==> src/hw/inval_defines.svh <==
// Purpose: Offsets, field positions and reset values of the invalidation engine
// Assumes: Included by bare name wherever the register map is needed
// Notes:   Definitions only; no logic lives here
`ifndef INVAL_DEFINES_SVH
`define INVAL_DEFINES_SVH

// ***************************************************************
// Register offsets (byte addresses, one word each)
// ***************************************************************
`define REG_CTRL          8'h00
`define REG_STATUS        8'h04
`define REG_ERR_OP        8'h08
`define REG_INFLIGHT      8'h0C
`define REG_CFG_MAP       8'h10
`define REG_TLB_MAP       8'h14
`define REG_CAPS          8'h18

// ***************************************************************
// Field positions and reset values
// ***************************************************************
`define CTRL_VMW_BIT      0
`define STAT_ILL_BIT      0
`define STAT_WAIT_BIT     1
`define CAPS_ASID_BIT     0
`define CAPS_VMID_BIT     1
`define CTRL_RESET        1'h0
`define RANGE_ALL         5'h1F
`define NARROW_ID_HI      15
`define NARROW_ID_LO      8

`endif

==> src/hw/inval_pkg.sv <==
// Purpose: Types shared by the invalidation engine and its translation store
// Assumes: Nothing beyond the tool's SystemVerilog support
// Notes:   Opcode codes are local to this engine's command port
package inval_pkg;

   // Commands accepted on the command port
   typedef enum logic [3:0] {
      OP_CFG_EVERY  = 4'h1,
      OP_STE        = 4'h2,
      OP_STE_RANGE  = 4'h3,
      OP_CD         = 4'h4,
      OP_CD_EVERY   = 4'h5,
      OP_TLB_ALL    = 4'h6,
      OP_TLB_VMID   = 4'h7,
      OP_TLB_ASID   = 4'h8,
      OP_TLB_VA     = 4'h9,
      OP_SYNC       = 4'hA
   } cmd_op_t;

   // Kinds of cached configuration structure
   typedef enum logic [2:0] {
      KIND_STE  = 3'h0,
      KIND_FIRST_LEVEL_STREAM_DESCRIPTOR = 3'h1,
      KIND_CD   = 3'h2,
      KIND_FIRST_LEVEL_CONTEXT_DESCRIPTOR = 3'h3,
      KIND_VMS  = 3'h4
   } cfg_kind_t;

   // Matching scope of a translation-cache invalidation
   typedef enum logic [1:0] {
      TM_ALL  = 2'h0,
      TM_VMID = 2'h1,
      TM_ASID = 2'h3,
      TM_VA   = 2'h2
   } tlb_mode_t;

   // Command sequencer
   typedef enum logic {
      ST_IDLE = 1'b0,
      ST_WAIT = 1'b1
   } seq_state_t;

endpackage

==> src/hw/tlb_if.sv <==
// Purpose: Carries invalidate and fill traffic to the translation store
// Assumes: Both ends on the same clock
// Notes:   Invalidate and fill never coincide in ST_IDLE, where the sequencer holds commands off during fills; ST_WAIT does not
`timescale 1ns/100ps
`default_nettype none
interface tlb_if
   import inval_pkg::*;
#(
   parameter int ENTRIES = 16,
   parameter int VA_W    = 36
);
   logic                       inv;
   tlb_mode_t                  inv_mode;
   logic                       inv_sec;
   logic [15:0]                inv_vmid;
   logic [15:0]                inv_asid;
   logic [VA_W-1:0]            inv_va;
   logic                       inv_leaf;
   logic                       vmw_en;
   logic                       fill;
   logic [$clog2(ENTRIES)-1:0] fill_idx;
   logic                       fill_sec;
   logic [15:0]                fill_vmid;
   logic [15:0]                fill_asid;
   logic [VA_W-1:0]            fill_va;
   logic [5:0]                 fill_size;
   logic                       fill_leaf;
   logic [ENTRIES-1:0]         valid_map;

   modport ctl (output inv, inv_mode, inv_sec, inv_vmid, inv_asid, inv_va, inv_leaf, vmw_en,
                output fill, fill_idx, fill_sec, fill_vmid, fill_asid, fill_va, fill_size, fill_leaf,
                input  valid_map);
   modport store (input  inv, inv_mode, inv_sec, inv_vmid, inv_asid, inv_va, inv_leaf, vmw_en,
                  input  fill, fill_idx, fill_sec, fill_vmid, fill_asid, fill_va, fill_size, fill_leaf,
                  output valid_map);
endinterface
`default_nettype wire

==> src/hw/inval_engine.sv <==
// Purpose: Configuration and translation-cache invalidation with sync completion
// Assumes: Command port, fills and transaction events all on REF_CLK
// Notes:   Every invalidation finishes in the edge that takes it
`timescale 1ns/100ps
`default_nettype none
`include "inval_defines.svh"
module inval_engine
   import inval_pkg::*;
#(
   parameter int          CFG_ENTRIES = 16,
   parameter int          TLB_ENTRIES = 16,
   parameter int          SID_W       = 32,
   parameter int          VA_W        = 36,
   parameter int          CNT_W       = 8,
   parameter int          WILD_BITS   = 4,
   parameter logic        WIDE_ASID   = 1'b1,
   parameter logic        WIDE_VMID   = 1'b1
)(
   // Clock and reset
   input  wire logic                           REF_CLK,
   input  wire logic                           ARST_N,
   // Register port
   input  wire logic [7:0]                     REG_ADDR,
   input  wire logic [31:0]                    REG_WDATA,
   input  wire logic                           REG_WR,
   input  wire logic                           REG_RD,
   output logic      [31:0]                    REG_RDATA,
   // Command port
   input  wire logic                           CMD_VALID,
   output logic                                CMD_READY,
   input  wire logic [3:0]                     CMD_OP,
   input  wire logic                           CMD_NS_QUEUE,
   input  wire logic                           CMD_SEC,
   input  wire logic [SID_W-1:0]               CMD_SID,
   input  wire logic [4:0]                     CMD_RANGE,
   input  wire logic                           CMD_LEAF,
   input  wire logic [15:0]                    CMD_ASID,
   input  wire logic [15:0]                    CMD_VMID,
   input  wire logic [VA_W-1:0]                CMD_VA,
   // Command results
   output logic                                SYNC_DONE,
   output logic                                ILLEGAL_CMD,
   // Configuration cache fill
   input  wire logic                           CFG_FILL,
   input  wire logic [$clog2(CFG_ENTRIES)-1:0] CFG_FILL_IDX,
   input  wire logic                           CFG_FILL_SEC,
   input  wire logic [SID_W-1:0]               CFG_FILL_SID,
   input  wire logic [2:0]                     CFG_FILL_KIND,
   // Translation cache fill
   input  wire logic                           TLB_FILL,
   input  wire logic [$clog2(TLB_ENTRIES)-1:0] TLB_FILL_IDX,
   input  wire logic                           TLB_FILL_SEC,
   input  wire logic [15:0]                    TLB_FILL_VMID,
   input  wire logic [15:0]                    TLB_FILL_ASID,
   input  wire logic [VA_W-1:0]                TLB_FILL_VA,
   input  wire logic [5:0]                     TLB_FILL_SIZE,
   input  wire logic                           TLB_FILL_LEAF,
   // Transaction tracking
   input  wire logic                           XLAT_START,
   input  wire logic                           XLAT_DONE,
   input  wire logic                           XLAT_DONE_EPOCH,
   output logic                                XLAT_EPOCH
);

   // ***************************************************************
   // Declarations
   // ***************************************************************
   seq_state_t               state_r;
   seq_state_t               state_nxt;
   logic                     ctrl_vmw_r;
   logic                     ill_r;
   logic [3:0]               err_op_r;
   logic                     epoch_r;
   logic [CNT_W-1:0]         cnt_r [2];
   logic [CNT_W-1:0]         old_cnt;
   logic [CFG_ENTRIES-1:0]   cfg_valid_r;
   logic [CFG_ENTRIES-1:0]   cfg_sec_r;
   logic [SID_W-1:0]         cfg_sid_r  [CFG_ENTRIES];
   logic [2:0]               cfg_kind_r [CFG_ENTRIES];
   logic                     op_known;
   logic                     op_cfg;
   logic                     op_tlb;
   logic                     legal;
   logic                     take;
   logic                     exec;
   logic                     range_all;
   logic [SID_W-1:0]         sid_mask;
   logic [7:0]               kind_sel;
   logic                     uses_asid;
   logic                     uses_vmid;
   logic                     id_skip;
   tlb_mode_t                mode;

   tlb_if #(.ENTRIES(TLB_ENTRIES), .VA_W(VA_W)) tif ();

   // ***************************************************************
   // Command decode
   // ***************************************************************

   // Classify the opcode and its scope
   always_comb
   begin
      op_known  = 1'b1;
      op_cfg    = 1'b0;
      op_tlb    = 1'b0;
      uses_asid = 1'b0;
      uses_vmid = 1'b0;
      kind_sel  = 8'h00;
      mode      = TM_ALL;
      unique case (CMD_OP)
         OP_CFG_EVERY, OP_STE, OP_STE_RANGE:
         begin
            op_cfg   = 1'b1;
            kind_sel = 8'h1F;
         end
         OP_CD:
         begin
            op_cfg   = 1'b1;
            kind_sel = CMD_LEAF ? 8'h04 : 8'h0C;
         end
         OP_CD_EVERY:
         begin
            op_cfg   = 1'b1;
            kind_sel = 8'h0C;
         end
         OP_TLB_ALL:
         begin
            op_tlb = 1'b1;
         end
         OP_TLB_VMID:
         begin
            op_tlb    = 1'b1;
            uses_vmid = 1'b1;
            mode      = TM_VMID;
         end
         OP_TLB_ASID:
         begin
            op_tlb    = 1'b1;
            uses_vmid = 1'b1;
            uses_asid = 1'b1;
            mode      = TM_ASID;
         end
         OP_TLB_VA:
         begin
            op_tlb    = 1'b1;
            uses_vmid = 1'b1;
            uses_asid = 1'b1;
            mode      = TM_VA;
         end
         OP_SYNC:
         begin
            op_known = 1'b1;
         end
         default:
         begin
            op_known = 1'b0;
         end
      endcase
   end

   // Secure scope requested from the non-secure queue is refused
   assign legal = op_known && !((op_cfg || op_tlb) && CMD_NS_QUEUE && CMD_SEC);

   // Global form is range 31; stream operand then plays no part
   assign range_all = (CMD_OP == OP_CFG_EVERY) ||
                      ((CMD_OP == OP_STE_RANGE) && (CMD_RANGE == `RANGE_ALL));
   assign sid_mask  = (CMD_OP == OP_STE_RANGE) ? ({SID_W{1'b1}} << (6'(CMD_RANGE) + 6'h01))
                                               : {SID_W{1'b1}};

   // Narrow identifiers with a nonzero upper byte invalidate nothing
   assign id_skip = (uses_asid && !WIDE_ASID && (CMD_ASID[`NARROW_ID_HI:`NARROW_ID_LO] != 8'h00)) ||
                    (uses_vmid && !WIDE_VMID && (CMD_VMID[`NARROW_ID_HI:`NARROW_ID_LO] != 8'h00));

   // ***************************************************************
   // Sequencer
   // ***************************************************************

   // Fills hold commands off in ST_IDLE only; in ST_WAIT readiness ignores fills and follows the old-epoch count
   always_comb
   begin
      CMD_READY = 1'b0;
      state_nxt = state_r;
      unique case (state_r)
         ST_IDLE:
         begin
            CMD_READY = !CFG_FILL && !TLB_FILL && !(CMD_OP == OP_SYNC);
            if (CMD_VALID && (CMD_OP == OP_SYNC))
            begin
               state_nxt = ST_WAIT;
            end
         end
         ST_WAIT:
         begin
            CMD_READY = (old_cnt == '0);
            if (CMD_VALID && CMD_READY)
            begin
               state_nxt = ST_IDLE;
            end
         end
      endcase
   end

   assign take = CMD_VALID && CMD_READY;
   assign exec = take && legal && (CMD_OP != OP_SYNC);

   // Sequencer state
   always_ff @(posedge REF_CLK or negedge ARST_N)
   begin
      if (!ARST_N)
      begin
         state_r <= ST_IDLE;
      end
      else
      begin
         state_r <= state_nxt;
      end
   end

   // Result pulses, one cycle after the command is taken
   always_ff @(posedge REF_CLK or negedge ARST_N)
   begin
      if (!ARST_N)
      begin
         SYNC_DONE   <= 1'b0;
         ILLEGAL_CMD <= 1'b0;
      end
      else
      begin
         SYNC_DONE   <= take && (state_r == ST_WAIT);
         ILLEGAL_CMD <= take && !legal;
      end
   end

   // ***************************************************************
   // Transaction epochs
   // ***************************************************************

   // Sync flips the epoch; the old epoch holds every transaction that
   // could have used a structure invalidated before the sync
   always_ff @(posedge REF_CLK or negedge ARST_N)
   begin
      if (!ARST_N)
      begin
         epoch_r <= 1'b0;
      end
      else if ((state_r == ST_IDLE) && CMD_VALID && (CMD_OP == OP_SYNC))
      begin
         epoch_r <= ~epoch_r;
      end
   end

   assign XLAT_EPOCH = epoch_r;
   assign old_cnt    = cnt_r[~epoch_r];

   // Outstanding transactions per epoch; stalled ones just stay counted
   genvar e;
   generate
      for (e = 0; e < 2; e++)
      begin : g_epoch
         logic inc;
         logic dec;
         assign inc = XLAT_START && (epoch_r == e);
         assign dec = XLAT_DONE && (XLAT_DONE_EPOCH == e);
         always_ff @(posedge REF_CLK or negedge ARST_N)
         begin
            if (!ARST_N)
            begin
               cnt_r[e] <= '0;
            end
            else if (inc && !dec)
            begin
               cnt_r[e] <= cnt_r[e] + CNT_W'(1);
            end
            else if (dec && !inc)
            begin
               cnt_r[e] <= cnt_r[e] - CNT_W'(1);
            end
         end
      end
   endgenerate

   // ***************************************************************
   // Configuration cache
   // ***************************************************************

   // Entries removed in one edge; a later lookup misses and refetches
   genvar c;
   generate
      for (c = 0; c < CFG_ENTRIES; c++)
      begin : g_cfg
         logic hit;
         assign hit = cfg_valid_r[c] && (cfg_sec_r[c] == CMD_SEC) && kind_sel[cfg_kind_r[c]] &&
                      (range_all || (((cfg_sid_r[c] ^ CMD_SID) & sid_mask) == '0));
         always_ff @(posedge REF_CLK or negedge ARST_N)
         begin
            if (!ARST_N)
            begin
               cfg_valid_r[c] <= 1'b0;
               cfg_sec_r[c]   <= 1'b0;
               cfg_sid_r[c]   <= '0;
               cfg_kind_r[c]  <= KIND_STE;
            end
            else if (CFG_FILL && (CFG_FILL_IDX == c))
            begin
               cfg_valid_r[c] <= 1'b1;
               cfg_sec_r[c]   <= CFG_FILL_SEC;
               cfg_sid_r[c]   <= CFG_FILL_SID;
               cfg_kind_r[c]  <= CFG_FILL_KIND;
            end
            else if (exec && op_cfg && hit)
            begin
               cfg_valid_r[c] <= 1'b0;
            end
         end
      end
   endgenerate

   // ***************************************************************
   // Translation cache
   // ***************************************************************

   // Invalidation reaches only the local store, never the interconnect
   assign tif.inv       = exec && op_tlb && !id_skip;
   assign tif.inv_mode  = mode;
   assign tif.inv_sec   = CMD_SEC;
   assign tif.inv_vmid  = CMD_VMID;
   assign tif.inv_asid  = CMD_ASID;
   assign tif.inv_va    = CMD_VA;
   assign tif.inv_leaf  = CMD_LEAF;
   assign tif.vmw_en    = ctrl_vmw_r;
   assign tif.fill      = TLB_FILL;
   assign tif.fill_idx  = TLB_FILL_IDX;
   assign tif.fill_sec  = TLB_FILL_SEC;
   assign tif.fill_vmid = TLB_FILL_VMID;
   assign tif.fill_asid = TLB_FILL_ASID;
   assign tif.fill_va   = TLB_FILL_VA;
   assign tif.fill_size = TLB_FILL_SIZE;
   assign tif.fill_leaf = TLB_FILL_LEAF;

   tlb_store #(
      .ENTRIES   (TLB_ENTRIES),
      .VA_W      (VA_W),
      .WILD_BITS (WILD_BITS)
   ) u_tlb (
      .clk    (REF_CLK),
      .arst_n (ARST_N),
      .tif    (tif.store)
   );

   // ***************************************************************
   // Registers
   // ***************************************************************

   // Control word steers wildcard matching
   always_ff @(posedge REF_CLK or negedge ARST_N)
   begin
      if (!ARST_N)
      begin
         ctrl_vmw_r <= `CTRL_RESET;
      end
      else if (REG_WR && (REG_ADDR == `REG_CTRL))
      begin
         ctrl_vmw_r <= REG_WDATA[`CTRL_VMW_BIT];
      end
   end

   // Sticky illegal flag; a new error beats a same-cycle clear
   always_ff @(posedge REF_CLK or negedge ARST_N)
   begin
      if (!ARST_N)
      begin
         ill_r    <= 1'b0;
         err_op_r <= 4'h0;
      end
      else if (take && !legal)
      begin
         ill_r    <= 1'b1;
         err_op_r <= CMD_OP;
      end
      else if (REG_WR && (REG_ADDR == `REG_STATUS) && REG_WDATA[`STAT_ILL_BIT])
      begin
         ill_r <= 1'b0;
      end
   end

   // Read data one cycle after the strobe; unmapped reads give zero
   always_ff @(posedge REF_CLK or negedge ARST_N)
   begin
      if (!ARST_N)
      begin
         REG_RDATA <= 32'h0000_0000;
      end
      else if (REG_RD)
      begin
         unique case (REG_ADDR)
            `REG_CTRL:     REG_RDATA <= 32'(ctrl_vmw_r);
            `REG_STATUS:   REG_RDATA <= 32'({(state_r == ST_WAIT), ill_r});
            `REG_ERR_OP:   REG_RDATA <= 32'(err_op_r);
            `REG_INFLIGHT: REG_RDATA <= 32'({cnt_r[1], cnt_r[0]});
            `REG_CFG_MAP:  REG_RDATA <= 32'(cfg_valid_r);
            `REG_TLB_MAP:  REG_RDATA <= 32'(tif.valid_map);
            `REG_CAPS:     REG_RDATA <= 32'({WIDE_VMID, WIDE_ASID});
            default:       REG_RDATA <= 32'h0000_0000;
         endcase
      end
      else
      begin
         REG_RDATA <= 32'h0000_0000;
      end
   end

endmodule
`default_nettype wire

==> src/hw/tlb_store.sv <==
// Purpose: Translation-cache entries with single-cycle scoped invalidation
// Assumes: Fill and invalidate may coincide in ST_WAIT; the fill then wins for its own entry
// Notes:   Broadcast-exclusion state is not stored; matching never uses it
`timescale 1ns/100ps
`default_nettype none
module tlb_store
   import inval_pkg::*;
#(
   parameter int ENTRIES   = 16,
   parameter int VA_W      = 36,
   parameter int WILD_BITS = 4
)(
   // Clock and reset
   input  wire logic clk,
   input  wire logic arst_n,
   // Control side
   tlb_if.store      tif
);

   logic [ENTRIES-1:0] valid_r;
   logic [ENTRIES-1:0] sec_r;
   logic [ENTRIES-1:0] leaf_r;
   logic [15:0]        vmid_r [ENTRIES];
   logic [15:0]        asid_r [ENTRIES];
   logic [VA_W-1:0]    va_r   [ENTRIES];
   logic [5:0]         size_r [ENTRIES];
   logic [15:0]        vm_mask;

   // Wildcard widens the match by ignoring low VMID bits
   assign vm_mask = tif.vmw_en ? (16'hFFFF << WILD_BITS) : 16'hFFFF;
   assign tif.valid_map = valid_r;

   genvar g;
   generate
      for (g = 0; g < ENTRIES; g++)
      begin : g_ent
         logic vm_eq;
         logic as_eq;
         logic va_eq;
         logic hit;

         // Low address bits inside the entry's own span are ignored
         assign va_eq = (((va_r[g] ^ tif.inv_va) & ({VA_W{1'b1}} << size_r[g])) == '0);
         assign vm_eq = (((vmid_r[g] ^ tif.inv_vmid) & vm_mask) == 16'h0000);
         assign as_eq = (asid_r[g] == tif.inv_asid);

         // Scope of each mode; nothing beyond it is removed
         always_comb
         begin
            hit = 1'b0;
            unique case (tif.inv_mode)
               TM_ALL:  hit = 1'b1;
               TM_VMID: hit = vm_eq;
               TM_ASID: hit = vm_eq && as_eq;
               TM_VA:   hit = vm_eq && as_eq && va_eq && (!tif.inv_leaf || leaf_r[g]);
            endcase
         end

         // Entry storage; removal is one edge, so never half valid
         always_ff @(posedge clk or negedge arst_n)
         begin
            if (!arst_n)
            begin
               valid_r[g] <= 1'b0;
               sec_r[g]   <= 1'b0;
               leaf_r[g]  <= 1'b0;
               vmid_r[g]  <= 16'h0000;
               asid_r[g]  <= 16'h0000;
               va_r[g]    <= '0;
               size_r[g]  <= 6'h00;
            end
            else if (tif.fill && (tif.fill_idx == g))
            begin
               valid_r[g] <= 1'b1;
               sec_r[g]   <= tif.fill_sec;
               leaf_r[g]  <= tif.fill_leaf;
               vmid_r[g]  <= tif.fill_vmid;
               asid_r[g]  <= tif.fill_asid;
               va_r[g]    <= tif.fill_va;
               size_r[g]  <= tif.fill_size;
            end
            else if (tif.inv && valid_r[g] && (sec_r[g] == tif.inv_sec) && hit)
            begin
               valid_r[g] <= 1'b0;
            end
         end
      end
   endgenerate

endmodule
`default_nettype wire

==> config.mk <==
export PLATFORM = sky130hd
export DESIGN_NAME = inval_engine
export DESIGN_NICKNAME = d
export VERILOG_FILES = /design/src/hw/inval_pkg.sv /design/src/hw/tlb_if.sv /design/src/hw/inval_engine.sv /design/src/hw/tlb_store.sv
export VERILOG_INCLUDE_DIRS = /design/src /design/src/hw
export SDC_FILE = /design/constraint.sdc
export NUM_CORES = 2
export LEC_CHECK = 0
export ABC_AREA = 1
export BUFFER_PORTS_ARGS = -buffer_cell sky130_fd_sc_hd__clkbuf_2
export CORE_ASPECT_RATIO = 1.1
export CORE_MARGIN = 2
export CORE_UTILIZATION = 54
export CTS_BUF_LIST = sky130_fd_sc_hd__clkbuf_4
export CTS_CLUSTER_DIAMETER = 40
export DETAILED_ROUTE_END_ITERATION = 10
export PLACE_DENSITY_LB_ADDON = 0.3
export SYNTH_ARGS = -nofsm -noshare
export SYNTH_HDL_FRONTEND = slang
export SYNTH_HIERARCHICAL = 1
export SYNTH_SLANG_ARGS = --single-unit
==> constraint.sdc <==
create_clock -name REF_CLK -period 7.15 [get_ports REF_CLK]
set_clock_uncertainty 0.05 [all_clocks]
set_input_delay 1.43 -clock REF_CLK [delete_from_list [all_inputs] [get_ports REF_CLK]]
set_output_delay 1.43 -clock REF_CLK [all_outputs]
set_load 0.005 [all_outputs]
==> reports/qor.csv <==
metric;value;unit
startpoint_type;flip-flop;
wl_per_cell;22.2;µm
grt_first_pass_wirelength;500000;µm
hold_path_class;input pin to flip-flop;
critPathMaxFanout;7;
vdd_drop_max;233;µV
fillers;16700;
whs;0.134;ns
finalSetupTns;0;ns
row_count;164;
synth_area_leaders;dfrtp_1 (47%), nand2_1 (15%), o21ai_0 (10%);
cts-resized-gates;0;
fmax;231;MHz
area_growth;7.23;%
clk_pin_slew;0.06;ns
internal-power;20.2;mW
fin_crit;4.33;ns
rsz0062_at_grt;false;
avgViaCountPerCell;5.67;
numPortBuffers;270;
gr-total-overflow;0;
wirelength;335000;µm
finalHoldViolations;0;
p_comb_share;23.9;%
cp.required;5.67;ns
dieWidth;412;µm
syn_area;98800;µm²
synthFlopType;dfrtp_1;
power_density;292;nW/µm²
yosysUniqueCellTypes;56;
cts.sinks;1866;
ys_async_sr_fraction;100;%
final_util;58.3;%
dr_total_vias;85500;
cp.arrival;2.85;ns
ys_ff_latch;1866;
p_seq_share;47.1;%
hpwl;208000;µm
critPathCaptureType;primary output;
cap_violations;0;
final_antenna_net_count;0;
ctsHtreeMaxLevel;5;
yosysTopAreaCell;dfrtp_1;
track_usage;35.7;%
initial_core_util;54.4;%
status;completed;
fin_nets;12600;
syn_area_per_cell;8.06;µm²
fin_crit_sh;60.5;%
setup.worst_path.class;flip-flop to primary output;
dr.pass1.iters;6;
synth_top_area_share;47.3;%
place.gp.congestion;0.973;
drt_iter0_markers;9637;
slew_headroom;12.4;%
postSynthCellCount;12300;
cts_buffers;492;
drc;0;
seqCellArea;46700;µm²
clock_path_buffers;4;
clk_latency;1.50;ns
yosys_warnings;6;
grt_pass1_vias;81200;
core-area;182000;µm²
antenna_found_initial;59;
power;30.9;mW
multiInputGateArea;46000;µm²
clockRootBuffer;clkbuf_4;
dieArea;186000;µm²
cts_tree;yes;
die-height;453;µm
leakagePower;52.7;nW
clkPwrFrac;29.0;%
drive_gt1_share;10.0;%
slew_violations;0;
synth_edf_count;0;
tightestPinTransition;1.31;ns
setup_violations;0;
grt_max_degree;168;
switchingPower;10.8;mW
ys_seq_area_share;47.3;%
ioPinCount;318;
p_sw_share;34.8;%
-- layout by cell type (no fill, tap or decap), types with 5 or more instances in the layout --
cell / count
nand3_2: 6
o22ai_1: 15
nand3_1: 423
nor3_2: 8
a221oi_1: 5
or2_2: 42
nor4_2: 5
nor3_1: 55
nand2_1: 3904
or2_1: 8
nand3_4: 10
nand2_2: 25
ha_1: 19
inv_2: 29
o211ai_1: 17
dfrtp_1: 1866
clkinv_1: 124
a21oi_1: 132
clkbuf_2: 269
clkbuf_4: 685
nand2_4: 12
o21ai_1: 29
o21ai_0: 2015
clkinv_2: 30
conb_1: 16
nor4_1: 7
xor2_1: 913
nand3b_1: 5
buf_12: 12
xnor2_1: 541
diode_2: 25
or2_0: 5
nor2_2: 9
buf_4: 110
nor2_1: 674
inv_1: 494
nand4_1: 101
-- stage by stage --
step                setup WS [ns]  instance area [µm²]  cells
floorplan                    3.64                98900  12300
global placement             2.01               100000  14200
detailed placement           1.99               100000  14200
CTS                          2.74               106000  15100
global route                 2.64               106000  15100
finish                       2.82               106000  15100
-- power groups by stage --
| stage | Sequential, mW | Combinational (mW) | Clock (mW) |
|---|---|---|---|
| after CTS | 14.5 | 7.30 | 9.11 |
| after floorplan | 14.1 | 5.68 | 0 |
| after global placement | 14.6 | 7.06 | 0 |
| after detailed placement | 14.7 | 7.26 | 0 |
| final | 14.6 | 7.39 | 8.98 |
| after global routing | 14.8 | 8.39 | 9.67 |
-- synth_stat cells, types with 56 or more instances --
| master | number |
|---|---|
| nand2_1 | 3922 |
| clkbuf_1 | 413 |
| inv_1 | 508 |
| nand4_1 | 101 |
| buf_6 | 102 |
| nand3_1 | 433 |
| buf_2 | 213 |
| a21oi_1 | 132 |
| dfrtp_1 | 1866 |
| nor2_1 | 674 |
| xnor2_1 | 541 |
| nor3_1 | 56 |
| o21ai_0 | 2015 |
| xor2_1 | 913 |
| buf_4 | 75 |
-- worst max-delay path, stage by stage (launching register included) --
cell      delay, ns
dfrtp_1        0.52
nand4_1        0.13
o21ai_0        0.30
nand3_1        0.17
nand2_1        0.14
clkbuf_2       0.13
-- final cells by class --
type	instances	area share (%)
sequential	1866	44.1
clock inverter	140	0.589
tap	2407	2.84
timing repair buffer	392	2.29
inverter	543	1.93
multi-input combinational	9041	43.4
clock buffer	685	4.85
antenna	25	0.0590
-- flip-flops by register name, summed over array words and instances (netlist names), 48 cells and up --
signal	flops
cfg_kind_r	48
u_tlb/va_r	576
u_tlb/size_r	96
cfg_sid_r	512
u_tlb/vmid_r	256
u_tlb/asid_r	256
-- repair_timing --
action / 4_1_cts / 5_1_grt
hold buffers: 1 / 0
hold endpoints to repair: 82 / 0
setup buffers: 0 / 0
-- final timing paths --
path | slack, ns | to | from | cells past startpoint
worst max-delay path | 2.82 | CMD_READY | XLAT_EPOCH | 5
worst min-delay path | 0.13 | ctrl_vmw_r | REG_WR | 2
worst max register to register | 3.89 | u_tlb/tif.valid_map[7] | ctrl_vmw_r | 13
worst min register to register | 0.43 | cfg_kind_r[18] | cfg_kind_r[18] | 2
max in group asynchronous | 4.79 | u_tlb/va_r[520] | ARST_N | 3
min in group asynchronous | 0.57 | cfg_sid_r[205] | ARST_N | 2
-- cell families after synthesis --
family / after synthesis / share of synthesized area, %
compound gates: 2242 / 11.5
xor+xnor: 1454 / 12.9
fa+ha+maj: 21 / 0.281
buf+inv: 1372 / 6.59
flops: 1866 / 47.3
other cells: 1 / 0.00379
simple gates: 5308 / 21.5
-- routing by layer --
metal	share of wire [%]	vias to the layer above	GRT usage [%]
met5	0.068	-	0
met4	6.7	34	22.7
met3	9.8	1038	8.17
met2	44	4242	54.0
met1	39	40900	46.3
li1	-	39300	-
No activity file was read; power rests on OpenSTA's default activity.
